$ cat config.mk
export PLATFORM = sky130hd
export DESIGN_NAME = pcco_regs
export DESIGN_NICKNAME = d
export VERILOG_FILES = /design/src/hdl/pcco_pkg.sv /design/src/hdl/pcco_axil_slave.sv /design/src/hdl/pcco_cop_seq.sv /design/src/hdl/pcco_regs.sv
export SDC_FILE = /design/constraint.sdc
export NUM_CORES = 1
export LEC_CHECK = 0
export BUFFER_PORTS_ARGS = -buffer_cell sky130_fd_sc_hd__buf_2
export CAP_MARGIN = 25
export CORE_AREA = 2 2 90 92
export CTS_CLUSTER_SIZE = 30
export DETAILED_ROUTE_END_ITERATION = 12
export DIE_AREA = 0 0 92 94
export PLACE_DENSITY = 0.67
export REMOVE_ABC_BUFFERS = 1
export SLEW_MARGIN = 20
export SYNTH_ARGS = -nofsm -noshare
export SYNTH_HDL_FRONTEND = slang
export SYNTH_HIERARCHICAL = 1
export SYNTH_SLANG_ARGS = --single-unit
$ cat constraint.sdc
create_clock -name clk_sys -period 1.8 [get_ports clk_sys]
set_input_delay 0.09 -clock clk_sys [delete_from_list [all_inputs] [get_ports clk_sys]]
set_output_delay 0.09 -clock clk_sys [all_outputs]
set_load 0.02 [all_outputs]
$ cat src/hdl/pcco_pkg.sv
// Package with register map, field layout and types for the platform control and compute-op bank
// Behaviour
// - The whole flash cache is off while the cache-off field holds 1 and on while it holds 0.
// - The cache-off field sits at bit 13 of the platform control register.
// - Bit 12 set to 1 stops instruction caching; 0 keeps it enabled.
// - Bit 11 set to 1 stops data caching; 0 keeps it enabled.
// - Writing 1 to bit 10 invalidates the whole flash cache.
// - The invalidate bit clears itself, always reads 0, and a written 0 does nothing.
// - Bit 9 at 0 selects fixed-priority crossbar arbitration, at 1 round-robin.
// - Bits 8 to 0 of platform control and bits 31 to 3 of compute-op control are read-only zero.
// - With wake-on-vector-fetch (bit 2) at 1 any vector fetch clears the request; at 0 it has no effect.
// - The acknowledge bit (bit 1) reads 1 from completed entry until completed exit, else 0.
// - Software requests a compute operation by setting bit 0 and ends it by clearing it; the device acts on it.
package pcco_pkg;
	localparam int          ADDR_W           = 4;
	localparam int          DATA_W           = 32;
	localparam logic [3:0]  OFF_PLATFORM     = 4'h0;
	localparam logic [3:0]  OFF_COMPUTE_OP   = 4'h4;
	localparam int          BIT_CACHE_OFF    = 13;
	localparam int          BIT_INSTR_OFF    = 12;
	localparam int          BIT_DATA_OFF     = 11;
	localparam int          BIT_INVALIDATE   = 10;
	localparam int          BIT_PRIORITY     = 9;
	localparam int          BIT_WAKE         = 2;
	localparam int          BIT_ACK          = 1;
	localparam int          BIT_REQ          = 0;
	localparam logic [1:0]  RESP_OKAY        = 2'h0;
	localparam logic [1:0]  RESP_SLVERR      = 2'h2;
	localparam logic [31:0] ZERO_WORD        = 32'h0000_0000;

	// Settings the platform control register drives into the flash and crossbar
	typedef struct packed {
		logic cache_off;
		logic instr_caching_off;
		logic data_caching_off;
		logic round_robin;
	} pcco_plat_t;

	// Compute-op handshake toward the power sequencer
	typedef struct packed {
		logic request;
		logic wake_on_vector_fetch;
	} pcco_cop_t;

	typedef enum logic [1:0] {
		PCCO_IDLE    = 2'b00,
		PCCO_ENTER   = 2'b01,
		PCCO_ACTIVE  = 2'b11,
		PCCO_EXIT    = 2'b10
	} pcco_cop_state_t;
endpackage

$ cat src/hdl/pcco_axil_slave.sv
// AXI4-Lite slave front end that turns bus writes into one-cycle register strobes
`timescale 1ns/10ps
module pcco_axil_slave (
	input  wire logic                       clk_sys,
	input  wire logic                       sys_rst,
	input  wire logic [pcco_pkg::ADDR_W-1:0] s_awaddr,
	input  wire logic                       s_awvalid,
	output logic                            s_awready,
	input  wire logic [31:0]                s_wdata,
	input  wire logic [3:0]                 s_wstrb,
	input  wire logic                       s_wvalid,
	output logic                            s_wready,
	output logic [1:0]                      s_bresp,
	output logic                            s_bvalid,
	input  wire logic                       s_bready,
	input  wire logic [pcco_pkg::ADDR_W-1:0] s_araddr,
	input  wire logic                       s_arvalid,
	output logic                            s_arready,
	output logic [31:0]                     s_rdata,
	output logic [1:0]                      s_rresp,
	output logic                            s_rvalid,
	input  wire logic                       s_rready,
	output logic                            wr_strobe,
	output logic [pcco_pkg::ADDR_W-1:0]     wr_addr,
	output logic [31:0]                     wr_data,
	output logic [3:0]                      wr_strb,
	input  wire logic                       wr_hit,
	input  wire logic [pcco_pkg::ADDR_W-1:0] rd_addr_q,
	output logic [pcco_pkg::ADDR_W-1:0]     rd_addr,
	input  wire logic [31:0]                rd_word,
	input  wire logic                       rd_hit
);
	logic                        aw_held_reg;
	logic                        w_held_reg;
	logic [pcco_pkg::ADDR_W-1:0] awaddr_reg;
	logic [31:0]                 wdata_reg;
	logic [3:0]                  wstrb_reg;

	// Address and data may land in either order; each is held until its partner arrives
	assign s_awready = !aw_held_reg && !s_bvalid;
	assign s_wready  = !w_held_reg && !s_bvalid;
	assign s_arready = !s_rvalid;
	assign wr_strobe = aw_held_reg && w_held_reg;
	assign wr_addr   = awaddr_reg;
	assign wr_data   = wdata_reg;
	assign wr_strb   = wstrb_reg;
	assign rd_addr   = s_araddr;

	// Write capture; strobe fires in the same cycle that both halves are held
	always_ff @(posedge clk_sys) begin
		if (sys_rst) begin
			aw_held_reg <= 1'b0;
			w_held_reg  <= 1'b0;
			awaddr_reg  <= '0;
			wdata_reg   <= pcco_pkg::ZERO_WORD;
			wstrb_reg   <= 4'h0;
		end else if (wr_strobe) begin
			aw_held_reg <= 1'b0;
			w_held_reg  <= 1'b0;
		end else begin
			if (s_awvalid && s_awready) begin
				aw_held_reg <= 1'b1;
				awaddr_reg  <= s_awaddr;
			end
			if (s_wvalid && s_wready) begin
				w_held_reg <= 1'b1;
				wdata_reg  <= s_wdata;
				wstrb_reg  <= s_wstrb;
			end
		end
	end

	// Write response raised the cycle after the strobe, held until the master takes it
	always_ff @(posedge clk_sys) begin
		if (sys_rst) begin
			s_bvalid <= 1'b0;
			s_bresp  <= pcco_pkg::RESP_OKAY;
		end else if (wr_strobe) begin
			s_bvalid <= 1'b1;
			s_bresp  <= wr_hit ? pcco_pkg::RESP_OKAY : pcco_pkg::RESP_SLVERR;
		end else if (s_bready) begin
			s_bvalid <= 1'b0;
		end
	end

	// Read data registered one cycle after the address is taken
	always_ff @(posedge clk_sys) begin
		if (sys_rst) begin
			s_rvalid <= 1'b0;
			s_rdata  <= pcco_pkg::ZERO_WORD;
			s_rresp  <= pcco_pkg::RESP_OKAY;
		end else if (s_arvalid && s_arready) begin
			s_rvalid <= 1'b1;
			s_rdata  <= rd_hit ? rd_word : pcco_pkg::ZERO_WORD;
			s_rresp  <= rd_hit ? pcco_pkg::RESP_OKAY : pcco_pkg::RESP_SLVERR;
		end else if (s_rready) begin
			s_rvalid <= 1'b0;
		end
	end

	logic unused_q;
	assign unused_q = ^rd_addr_q;
endmodule

$ cat src/hdl/pcco_cop_seq.sv
// Compute-operation entry and exit sequencer that produces the acknowledge status
`timescale 1ns/10ps
module pcco_cop_seq (
	input  wire logic                     clk_sys,
	input  wire logic                     sys_rst,
	input  wire logic                     request,
	output logic                          cop_enter_req,
	input  wire logic                     cop_enter_done,
	output logic                          cop_exit_req,
	input  wire logic                     cop_exit_done,
	output logic                          acknowledge,
	output pcco_pkg::pcco_cop_state_t     state
);
	pcco_pkg::pcco_cop_state_t state_reg;
	pcco_pkg::pcco_cop_state_t state_next;

	// Entry must finish before exit starts, so a short request still sees a full round trip
	always_comb begin
		state_next = state_reg;
		case (state_reg)
			pcco_pkg::PCCO_IDLE:   if (request) state_next = pcco_pkg::PCCO_ENTER;
			pcco_pkg::PCCO_ENTER:  if (cop_enter_done) state_next = pcco_pkg::PCCO_ACTIVE;
			pcco_pkg::PCCO_ACTIVE: if (!request) state_next = pcco_pkg::PCCO_EXIT;
			pcco_pkg::PCCO_EXIT:   if (cop_exit_done) state_next = pcco_pkg::PCCO_IDLE;
			default:               state_next = pcco_pkg::PCCO_IDLE;
		endcase
	end

	always_ff @(posedge clk_sys) begin
		if (sys_rst) begin
			state_reg <= pcco_pkg::PCCO_IDLE;
		end else begin
			state_reg <= state_next;
		end
	end

	// Ack high from completed entry until completed exit
	assign acknowledge   = (state_reg == pcco_pkg::PCCO_ACTIVE) || (state_reg == pcco_pkg::PCCO_EXIT);
	assign cop_enter_req = (state_reg == pcco_pkg::PCCO_ENTER);
	assign cop_exit_req  = (state_reg == pcco_pkg::PCCO_EXIT);
	assign state         = state_reg;
endmodule

$ cat src/hdl/pcco_regs.sv
// Top of the platform control and compute-operation register bank
//
// Local design decisions: the AXI4-Lite interface to the registers and the address map.
`timescale 1ns/10ps
module pcco_regs (
	input  wire logic                       clk_sys,
	input  wire logic                       sys_rst,
	input  wire logic [pcco_pkg::ADDR_W-1:0] s_awaddr,
	input  wire logic                       s_awvalid,
	output logic                            s_awready,
	input  wire logic [31:0]                s_wdata,
	input  wire logic [3:0]                 s_wstrb,
	input  wire logic                       s_wvalid,
	output logic                            s_wready,
	output logic [1:0]                      s_bresp,
	output logic                            s_bvalid,
	input  wire logic                       s_bready,
	input  wire logic [pcco_pkg::ADDR_W-1:0] s_araddr,
	input  wire logic                       s_arvalid,
	output logic                            s_arready,
	output logic [31:0]                     s_rdata,
	output logic [1:0]                      s_rresp,
	output logic                            s_rvalid,
	input  wire logic                       s_rready,
	output pcco_pkg::pcco_plat_t            plat_cfg,
	output logic                            flash_cache_invalidate,
	input  wire logic                       vector_fetch,
	output logic                            cop_enter_req,
	input  wire logic                       cop_enter_done,
	output logic                            cop_exit_req,
	input  wire logic                       cop_exit_done,
	output pcco_pkg::pcco_cop_t             cop_ctrl
);
	logic                        wr_strobe;
	logic [pcco_pkg::ADDR_W-1:0] wr_addr;
	logic [31:0]                 wr_data;
	logic [3:0]                  wr_strb;
	logic                        wr_hit;
	logic [pcco_pkg::ADDR_W-1:0] rd_addr;
	logic [31:0]                 rd_word;
	logic                        rd_hit;
	logic                        flash_cache_off_reg;
	logic                        flash_instr_caching_off_reg;
	logic                        flash_data_caching_off_reg;
	logic                        master_priority_scheme_reg;
	logic                        invalidate_reg;
	logic                        wake_on_vector_fetch_reg;
	logic                        compute_op_request_reg;
	logic                        compute_op_acknowledge;
	logic                        wr_plat;
	logic                        wr_cop;
	logic                        lane1;

	// Decode an address against one register offset
	function automatic logic hit(input logic [pcco_pkg::ADDR_W-1:0] a, input logic [3:0] off);
		hit = (a == off);
	endfunction

	pcco_axil_slave u_bus (
		.clk_sys   (clk_sys),
		.sys_rst   (sys_rst),
		.s_awaddr  (s_awaddr),
		.s_awvalid (s_awvalid),
		.s_awready (s_awready),
		.s_wdata   (s_wdata),
		.s_wstrb   (s_wstrb),
		.s_wvalid  (s_wvalid),
		.s_wready  (s_wready),
		.s_bresp   (s_bresp),
		.s_bvalid  (s_bvalid),
		.s_bready  (s_bready),
		.s_araddr  (s_araddr),
		.s_arvalid (s_arvalid),
		.s_arready (s_arready),
		.s_rdata   (s_rdata),
		.s_rresp   (s_rresp),
		.s_rvalid  (s_rvalid),
		.s_rready  (s_rready),
		.wr_strobe (wr_strobe),
		.wr_addr   (wr_addr),
		.wr_data   (wr_data),
		.wr_strb   (wr_strb),
		.wr_hit    (wr_hit),
		.rd_addr_q (wr_addr),
		.rd_addr   (rd_addr),
		.rd_word   (rd_word),
		.rd_hit    (rd_hit)
	);

	pcco_cop_seq u_seq (
		.clk_sys        (clk_sys),
		.sys_rst        (sys_rst),
		.request        (compute_op_request_reg),
		.cop_enter_req  (cop_enter_req),
		.cop_enter_done (cop_enter_done),
		.cop_exit_req   (cop_exit_req),
		.cop_exit_done  (cop_exit_done),
		.acknowledge    (compute_op_acknowledge),
		.state          ()
	);

	// Write decode; all control bits live in lanes 0 and 1
	assign wr_plat = wr_strobe && hit(wr_addr, pcco_pkg::OFF_PLATFORM);
	assign wr_cop  = wr_strobe && hit(wr_addr, pcco_pkg::OFF_COMPUTE_OP);
	assign wr_hit  = hit(wr_addr, pcco_pkg::OFF_PLATFORM) || hit(wr_addr, pcco_pkg::OFF_COMPUTE_OP);
	assign lane1   = wr_strb[1];

	// Platform control storage
	always_ff @(posedge clk_sys) begin
		if (sys_rst) begin
			flash_cache_off_reg         <= 1'b0;
			flash_instr_caching_off_reg <= 1'b0;
			flash_data_caching_off_reg  <= 1'b0;
			master_priority_scheme_reg  <= 1'b0;
		end else if (wr_plat && lane1) begin
			flash_cache_off_reg         <= wr_data[pcco_pkg::BIT_CACHE_OFF];
			flash_instr_caching_off_reg <= wr_data[pcco_pkg::BIT_INSTR_OFF];
			flash_data_caching_off_reg  <= wr_data[pcco_pkg::BIT_DATA_OFF];
			master_priority_scheme_reg  <= wr_data[pcco_pkg::BIT_PRIORITY];
		end
	end

	// One-cycle invalidate pulse; a written 0 leaves nothing behind
	always_ff @(posedge clk_sys) begin
		if (sys_rst) begin
			invalidate_reg <= 1'b0;
		end else begin
			invalidate_reg <= wr_plat && lane1 && wr_data[pcco_pkg::BIT_INVALIDATE];
		end
	end

	// Wake-on-vector-fetch option
	always_ff @(posedge clk_sys) begin
		if (sys_rst) begin
			wake_on_vector_fetch_reg <= 1'b0;
		end else if (wr_cop && wr_strb[0]) begin
			wake_on_vector_fetch_reg <= wr_data[pcco_pkg::BIT_WAKE];
		end
	end

	// Request bit; a vector fetch in the same cycle as a setting write wins, so the wake is not lost
	always_ff @(posedge clk_sys) begin
		if (sys_rst) begin
			compute_op_request_reg <= 1'b0;
		end else if (vector_fetch && wake_on_vector_fetch_reg) begin
			compute_op_request_reg <= 1'b0;
		end else if (wr_cop && wr_strb[0]) begin
			compute_op_request_reg <= wr_data[pcco_pkg::BIT_REQ];
		end
	end

	// Read mux; reserved and invalidate bits fall out as zero, ack comes from the sequencer only
	always_comb begin
		rd_word = pcco_pkg::ZERO_WORD;
		rd_hit  = 1'b1;
		if (hit(rd_addr, pcco_pkg::OFF_PLATFORM)) begin
			rd_word[pcco_pkg::BIT_CACHE_OFF] = flash_cache_off_reg;
			rd_word[pcco_pkg::BIT_INSTR_OFF] = flash_instr_caching_off_reg;
			rd_word[pcco_pkg::BIT_DATA_OFF]  = flash_data_caching_off_reg;
			rd_word[pcco_pkg::BIT_PRIORITY]  = master_priority_scheme_reg;
		end else if (hit(rd_addr, pcco_pkg::OFF_COMPUTE_OP)) begin
			rd_word[pcco_pkg::BIT_WAKE] = wake_on_vector_fetch_reg;
			rd_word[pcco_pkg::BIT_ACK]  = compute_op_acknowledge;
			rd_word[pcco_pkg::BIT_REQ]  = compute_op_request_reg;
		end else begin
			rd_hit = 1'b0;
		end
	end

	// Cache-off overrides both per-type bits
	assign plat_cfg.cache_off         = flash_cache_off_reg;
	assign plat_cfg.instr_caching_off = flash_cache_off_reg | flash_instr_caching_off_reg;
	assign plat_cfg.data_caching_off  = flash_cache_off_reg | flash_data_caching_off_reg;
	assign plat_cfg.round_robin       = master_priority_scheme_reg;
	assign flash_cache_invalidate     = invalidate_reg;
	assign cop_ctrl.request           = compute_op_request_reg;
	assign cop_ctrl.wake_on_vector_fetch = wake_on_vector_fetch_reg;
endmodule

# ---- After elaboration in Yosys (flattened, before gate mapping)
# Cells that the tools add are included.
dict set report totals {
  romBits 0
  word_cells 76
  latchBits 0
  register_bits 69
  input_bits 54
  mem_bits_rw 0
  out_inout_bits 50
  n_memories 0
}
dict set report classes {
  order_cmp 0
  n_bitwise 3
  shifts 0
  n_div 0
  add_sub_neg 0
  n_reduce_logical 28
  n_eq_ne 9
  n_mul 0
  n_mux 18
}
# op n
set op_table {}
lappend op_table {{14-bit 2-to-1 mux} 1}
lappend op_table {{1-bit logical AND} 12}
lappend op_table {{2-bit 2-to-1 mux} 6}
lappend op_table {{3-bit 2-to-1 mux} 3}
lappend op_table {{4-bit by 3-bit equality test with 1-bit output (second input constant)} 2}
lappend op_table {{4-bit zero test} 2}
lappend op_table {{2-bit one-hot mux with 4 select lines} 1}
lappend op_table {{1-bit 2-to-1 mux} 7}
lappend op_table {{2-bit equality test (second input constant)} 2}
lappend op_table {{1-bit zero test} 4}
lappend op_table {{2-bit by 1-bit != test with 1-bit output (second input constant)} 2}
lappend op_table {{2-bit != test (second input constant)} 2}
lappend op_table {{2-bit AND reduction} 2}
lappend op_table {{4-bit AND reduction} 1}
lappend op_table {{2-bit nonzero test} 2}
lappend op_table {{2-bit OR reduction} 2}
lappend op_table {{2-bit by 1-bit equality test with 1-bit output (second input constant)} 1}
lappend op_table {{2-bit zero test} 1}
lappend op_table {{1-bit logical OR} 2}
lappend op_table {{1-bit bitwise OR} 2}
lappend op_table {{1-bit NOT} 1}

# ---- Logic depth before layout (Yosys ltp)
dict set report depth {
  depth_word 5
  ltp_mapped 6
  ltp_nobuf 4
}

# ---- Modules after synthesis
# Netlist, hierarchy kept.
# module seq_area_each_um2 area_per_inst_um2 cells_per_inst n_inst
set modules_own_cells {}
lappend modules_own_cells {pcco_axil_slave 1561.5 2854.0 348 1}
lappend modules_own_cells {pcco_regs 140.1 430.4 48 1}
lappend modules_own_cells {pcco_cop_seq 40.0 106.4 12 1}

# ---- Worst setup path before layout
# OpenSTA, ideal clock, no wires.
dict set report synth_path {
  kind {reg-to-reg}
  startpoint {register u_bus.s_bvalid}
  endpoint {register u_bus.wdata_reg[10], in the netlist u_bus/wr_data[10]}
  setup_time_ps 132
  setup_slack_ps 450
  period_less_slack_ps 1350
  required_ps 1668
  arrival_time_ps 1217
  path_buffers 2
  stages_incl_launch_ff 6
  path_cell_list {dfxtp_1 -> or3b_1 -> buf_6 -> buf_6 -> nand2_1 -> a21oi_1}
}
dict set report synth_between {
  elab_chain_len 4
}
# element line_no
set synth_lines {}
lappend synth_lines {{start, declared} pcco_axil_slave.sv:14} ;# output logic s_bvalid,
lappend synth_lines {{start signal, assigned} pcco_axil_slave.sv:76} ;# s_bvalid <= 1'b0;
lappend synth_lines {{start signal, assigned} pcco_axil_slave.sv:79} ;# s_bvalid <= 1'b1;
lappend synth_lines {{start signal, assigned} pcco_axil_slave.sv:82} ;# s_bvalid <= 1'b0;
lappend synth_lines {{1-bit zero test} pcco_axil_slave.sv:41} ;# assign s_wready = !w_held_reg && !s_bvalid;
lappend synth_lines {{1-bit logical AND} pcco_axil_slave.sv:41}
lappend synth_lines {{1-bit logical AND} pcco_axil_slave.sv:65} ;# if (s_wvalid && s_wready) begin
lappend synth_lines {{2-bit AND reduction (no source line)} --}
lappend synth_lines {{end signal, assigned} pcco_axil_slave.sv:55} ;# wdata_reg <= pcco_pkg::ZERO_WORD;
lappend synth_lines {{end signal, assigned} pcco_axil_slave.sv:67} ;# wdata_reg <= s_wdata;
lappend synth_lines {{end, declared} pcco_axil_slave.sv:36} ;# logic [31:0] wdata_reg;
# Every way passes these cells.
# A chain may end at the register's enable or synchronous reset.

# ---- Worst setup path in the final report
dict set report layout_path {
  startpoint {register u_bus.w_held_reg}
  endpoint {register flash_instr_caching_off_reg}
}
dict set report layout_between {
  elab_chain_len 3
}
# element line_no
set layout_lines {}
lappend layout_lines {{start, declared} pcco_axil_slave.sv:34} ;# logic w_held_reg;
lappend layout_lines {{start signal, assigned} pcco_axil_slave.sv:53} ;# w_held_reg <= 1'b0;
lappend layout_lines {{start signal, assigned} pcco_axil_slave.sv:59} ;# w_held_reg <= 1'b0;
lappend layout_lines {{start signal, assigned} pcco_axil_slave.sv:66} ;# w_held_reg <= 1'b1;
lappend layout_lines {{1-bit logical AND} pcco_axil_slave.sv:43} ;# assign wr_strobe = aw_held_reg && w_held_reg;
lappend layout_lines {{named net wr_strobe} pcco_regs.sv:34} ;# logic wr_strobe;
lappend layout_lines {{1-bit logical AND} pcco_regs.sv:103} ;# assign wr_plat = wr_strobe && hit(wr_addr, pcco_pkg::OFF_PLATFORM);
lappend layout_lines {{1-bit logical AND} pcco_regs.sv:115} ;# end else if (wr_plat && lane1) begin
lappend layout_lines {{end signal, assigned} pcco_regs.sv:117} ;# flash_instr_caching_off_reg <= wr_data[pcco_pkg::BIT_INSTR_OFF];
lappend layout_lines {{end, declared} pcco_regs.sv:43} ;# logic flash_instr_caching_off_reg;
# The timed path passes the listed nets, and every way through them passes these cells.

==> impl_metrics.toml <==
[critical_path]
crit_slowest_cell = "dfxtp_1"
critPathArrivalTime_ns = 1.63
worstSetupPathType = "reg2reg"
cp_cell_sequence = "and2_1, and4b_1, mux2i_1"
r2r_start = "u_bus/w_held_reg"
worst-r2r-setup-slack_ns = 0.43
critical_path.endpoint_type = "flip-flop"
slowest_delay_ns = 0.45
cp-start-kind = "flip-flop"
required_ns = 2.06
worst-path-buf-inv = 0
rr_worst_depth = 3
cp_top_family = "simple AND/OR/NAND/NOR gates"
worstReg2RegEnd = "flash_instr_caching_off_reg"
crit_fanout = 6

[power_and_ir_drop]
seqPwrFrac_pct = 51.0
p_int_uw = 2050
pwr-share-comb_pct = 10.5
clockPowerShare_pct = 38.5
swShare_pct = 25.1
power_switching_uw = 684
leakage_uw = 0.00142
vdd_drop_max_mv = 0.397
power_density_nw_per_um2 = 844

[detailed_routing]
wl_mm = 5.49
vias = 2142
drt_iter0_drc = 57
drc = 0
wl_per_cell_um = 11.1
viasPerCell = 4.32
drt_first_pass_iters = 4
ant_nets = 0

[outcome]
status = "completed"

[placement]
place.gp.congestion = 0.726
portBuffers = 74
dp_hpwl_mm = 3.76
dp_slack_ns = 0.429

[cts]
clock_sinks = 60
clkLatencyLatePin_ns = 0.33
cts-root-buf = "clkbuf_8"
clk_path_buf_depth = 2
numCtsBuffers = 9
cts_tree = "built"
h-tree-depth = 3
clkSlewWorstSetupHoldPaths_ns = 0.06

[timing]
fin_crit_sh_pct = 76.2
worst_slack_ns = 0.429
hold_viol = 0
relSlewSlack_pct = 59.5
rsz0062_at_grt = "no"
finalClockSkew_ns = 0.00805
max_freq_mhz = 729
fin_hold_ws_ns = 0.0193
period_needed_ns = 1.37
setup_viol = 0
setup_tns_ns = 0
drv_slew = 0
tightest_slew_ns = 0.607

[layout]
finalNetCount = 444
drive_gt1_share_pct = 26.9
utilization_pct = 42.5
n_antenna_cell = 0
largest_reg_flops = 32
area_delta_synth_final_pct = 29.7
fill_cells = 775
top_register = "u_bus/s_rdata"

[min_path]
holdPathStages = 3
worstHoldEndpoint = "u_bus/wr_data[12]"
min_from = "s_wdata[12]"
min_path_type = "in2reg"

[floorplanning]
die_y_um = 94
io_pins = 104
core_um2 = 7610
initial_core_util_pct = 32.8
rows = 32
dieArea_um2 = 8650
chipWidth_um = 92

[yosys]
yosys_warnings = 6
synthCells = 298
syn_area_um2 = 2490
synth.avg_cell_area_um2 = 8.37

[global_routing]
grt_max_degree = 36
antenna_found_initial = 0
first_global_vias = 1972
grt_pass1_wl_mm = 9.10
grt_overflow = 0
gr-usage-all-layers_pct = 13.5

[run]
maxCapViolations = 0
placed cells by master (no fill, tap or decap), types with 2 or more instances in the layout:
cell,instances
and2_1,5
buf_2,74
nand3_1,32
mux2i_1,10
clkinv_2,2
buf_4,8
dfxtp_1,60
a211oi_1,2
and3_1,3
dlygate4sd3_1,12
inv_1,3
nand2_1,52
a21oi_1,46
nand2b_1,16
clkbuf_8,11
nor2_1,10
or2_2,2
and2b_1,2
conb_1,27
nor3_2,2
clkbuf_1,2
worst max path at each step:
stage                     start                     endpoint  slack, ns  cells past startpoint
2_1_floorplan       s_araddr[1]             u_bus/s_rdata[0]      -0.71                      4
3_3_place_gp   u_bus/w_held_reg          flash_cache_off_reg       0.46                      3
6_report       u_bus/w_held_reg  flash_instr_caching_off_reg       0.43                      3
5_1_grt        u_bus/w_held_reg  flash_instr_caching_off_reg       0.30                      3
4_1_cts        u_bus/w_held_reg  flash_instr_caching_off_reg       0.40                      3
3_5_place_dp   u_bus/w_held_reg  flash_instr_caching_off_reg       0.43                      3
metrics by stage:
| stage | cells | power [uW] | instance area, um^2 |
|---|---|---|---|
| finish | 496 | 2730 | 3230 |
| global route | 496 | 2880 | 3230 |
| CTS | 496 | 2760 | 3230 |
| detailed placement | 469 | 1690 | 2940 |
| global placement | 469 | 1680 | 2940 |
| floorplan | 284 | 1560 | 2360 |
per-layer routing:
metal	global-route usage, %	routed length, um	vias to the layer above	part of all wire (%)
li1	-	-	1129	-
met1	15.6	2450	945	45
met2	21.9	2580	64	47
met3	6.90	422	4	7.7
met4	4.10	42	0	0.76
met5	0	0	-	0
worst min-delay path, delay by kind of cell:
family | cells | cell delay, ns
AOI/OAI and AO/OA | 1 | 0.05
buffers and inverters | 1 | 0.10
and+or+nand+nor | 1 | 0.06
final cells by class:
| cell class | instances | area [um^2] | area share [%] |
|---|---|---|---|
| flip-flops and latches | 60 | 1200 | 37.2 |
| multi-input cells | 221 | 1150 | 35.7 |
| well taps | 102 | 128 | 3.95 |
| repair buffers | 95 | 571 | 17.6 |
| clock inverters | 2 | 10.0 | 0.310 |
| clock buffers | 13 | 159 | 4.91 |
| inverters | 3 | 11.3 | 0.348 |
power groups by stage:
stage	combinational (uW)	sequential (uW)	clock [uW]
2_1_floorplan	130	1430	0
3_3_place_gp	263	1420	0
3_5_place_dp	267	1420	0
4_1_cts	286	1390	1080
5_1_grt	319	1400	1170
6_report	285	1390	1050
what timing repair did:
action,4_1_cts,5_1_grt
hold buffers,12,0
setup endpoints to repair,0,0
gates resized for setup,0,0
hold endpoints to repair,12,0
setup buffers,0,0
(Power assumes the default switching activity.)
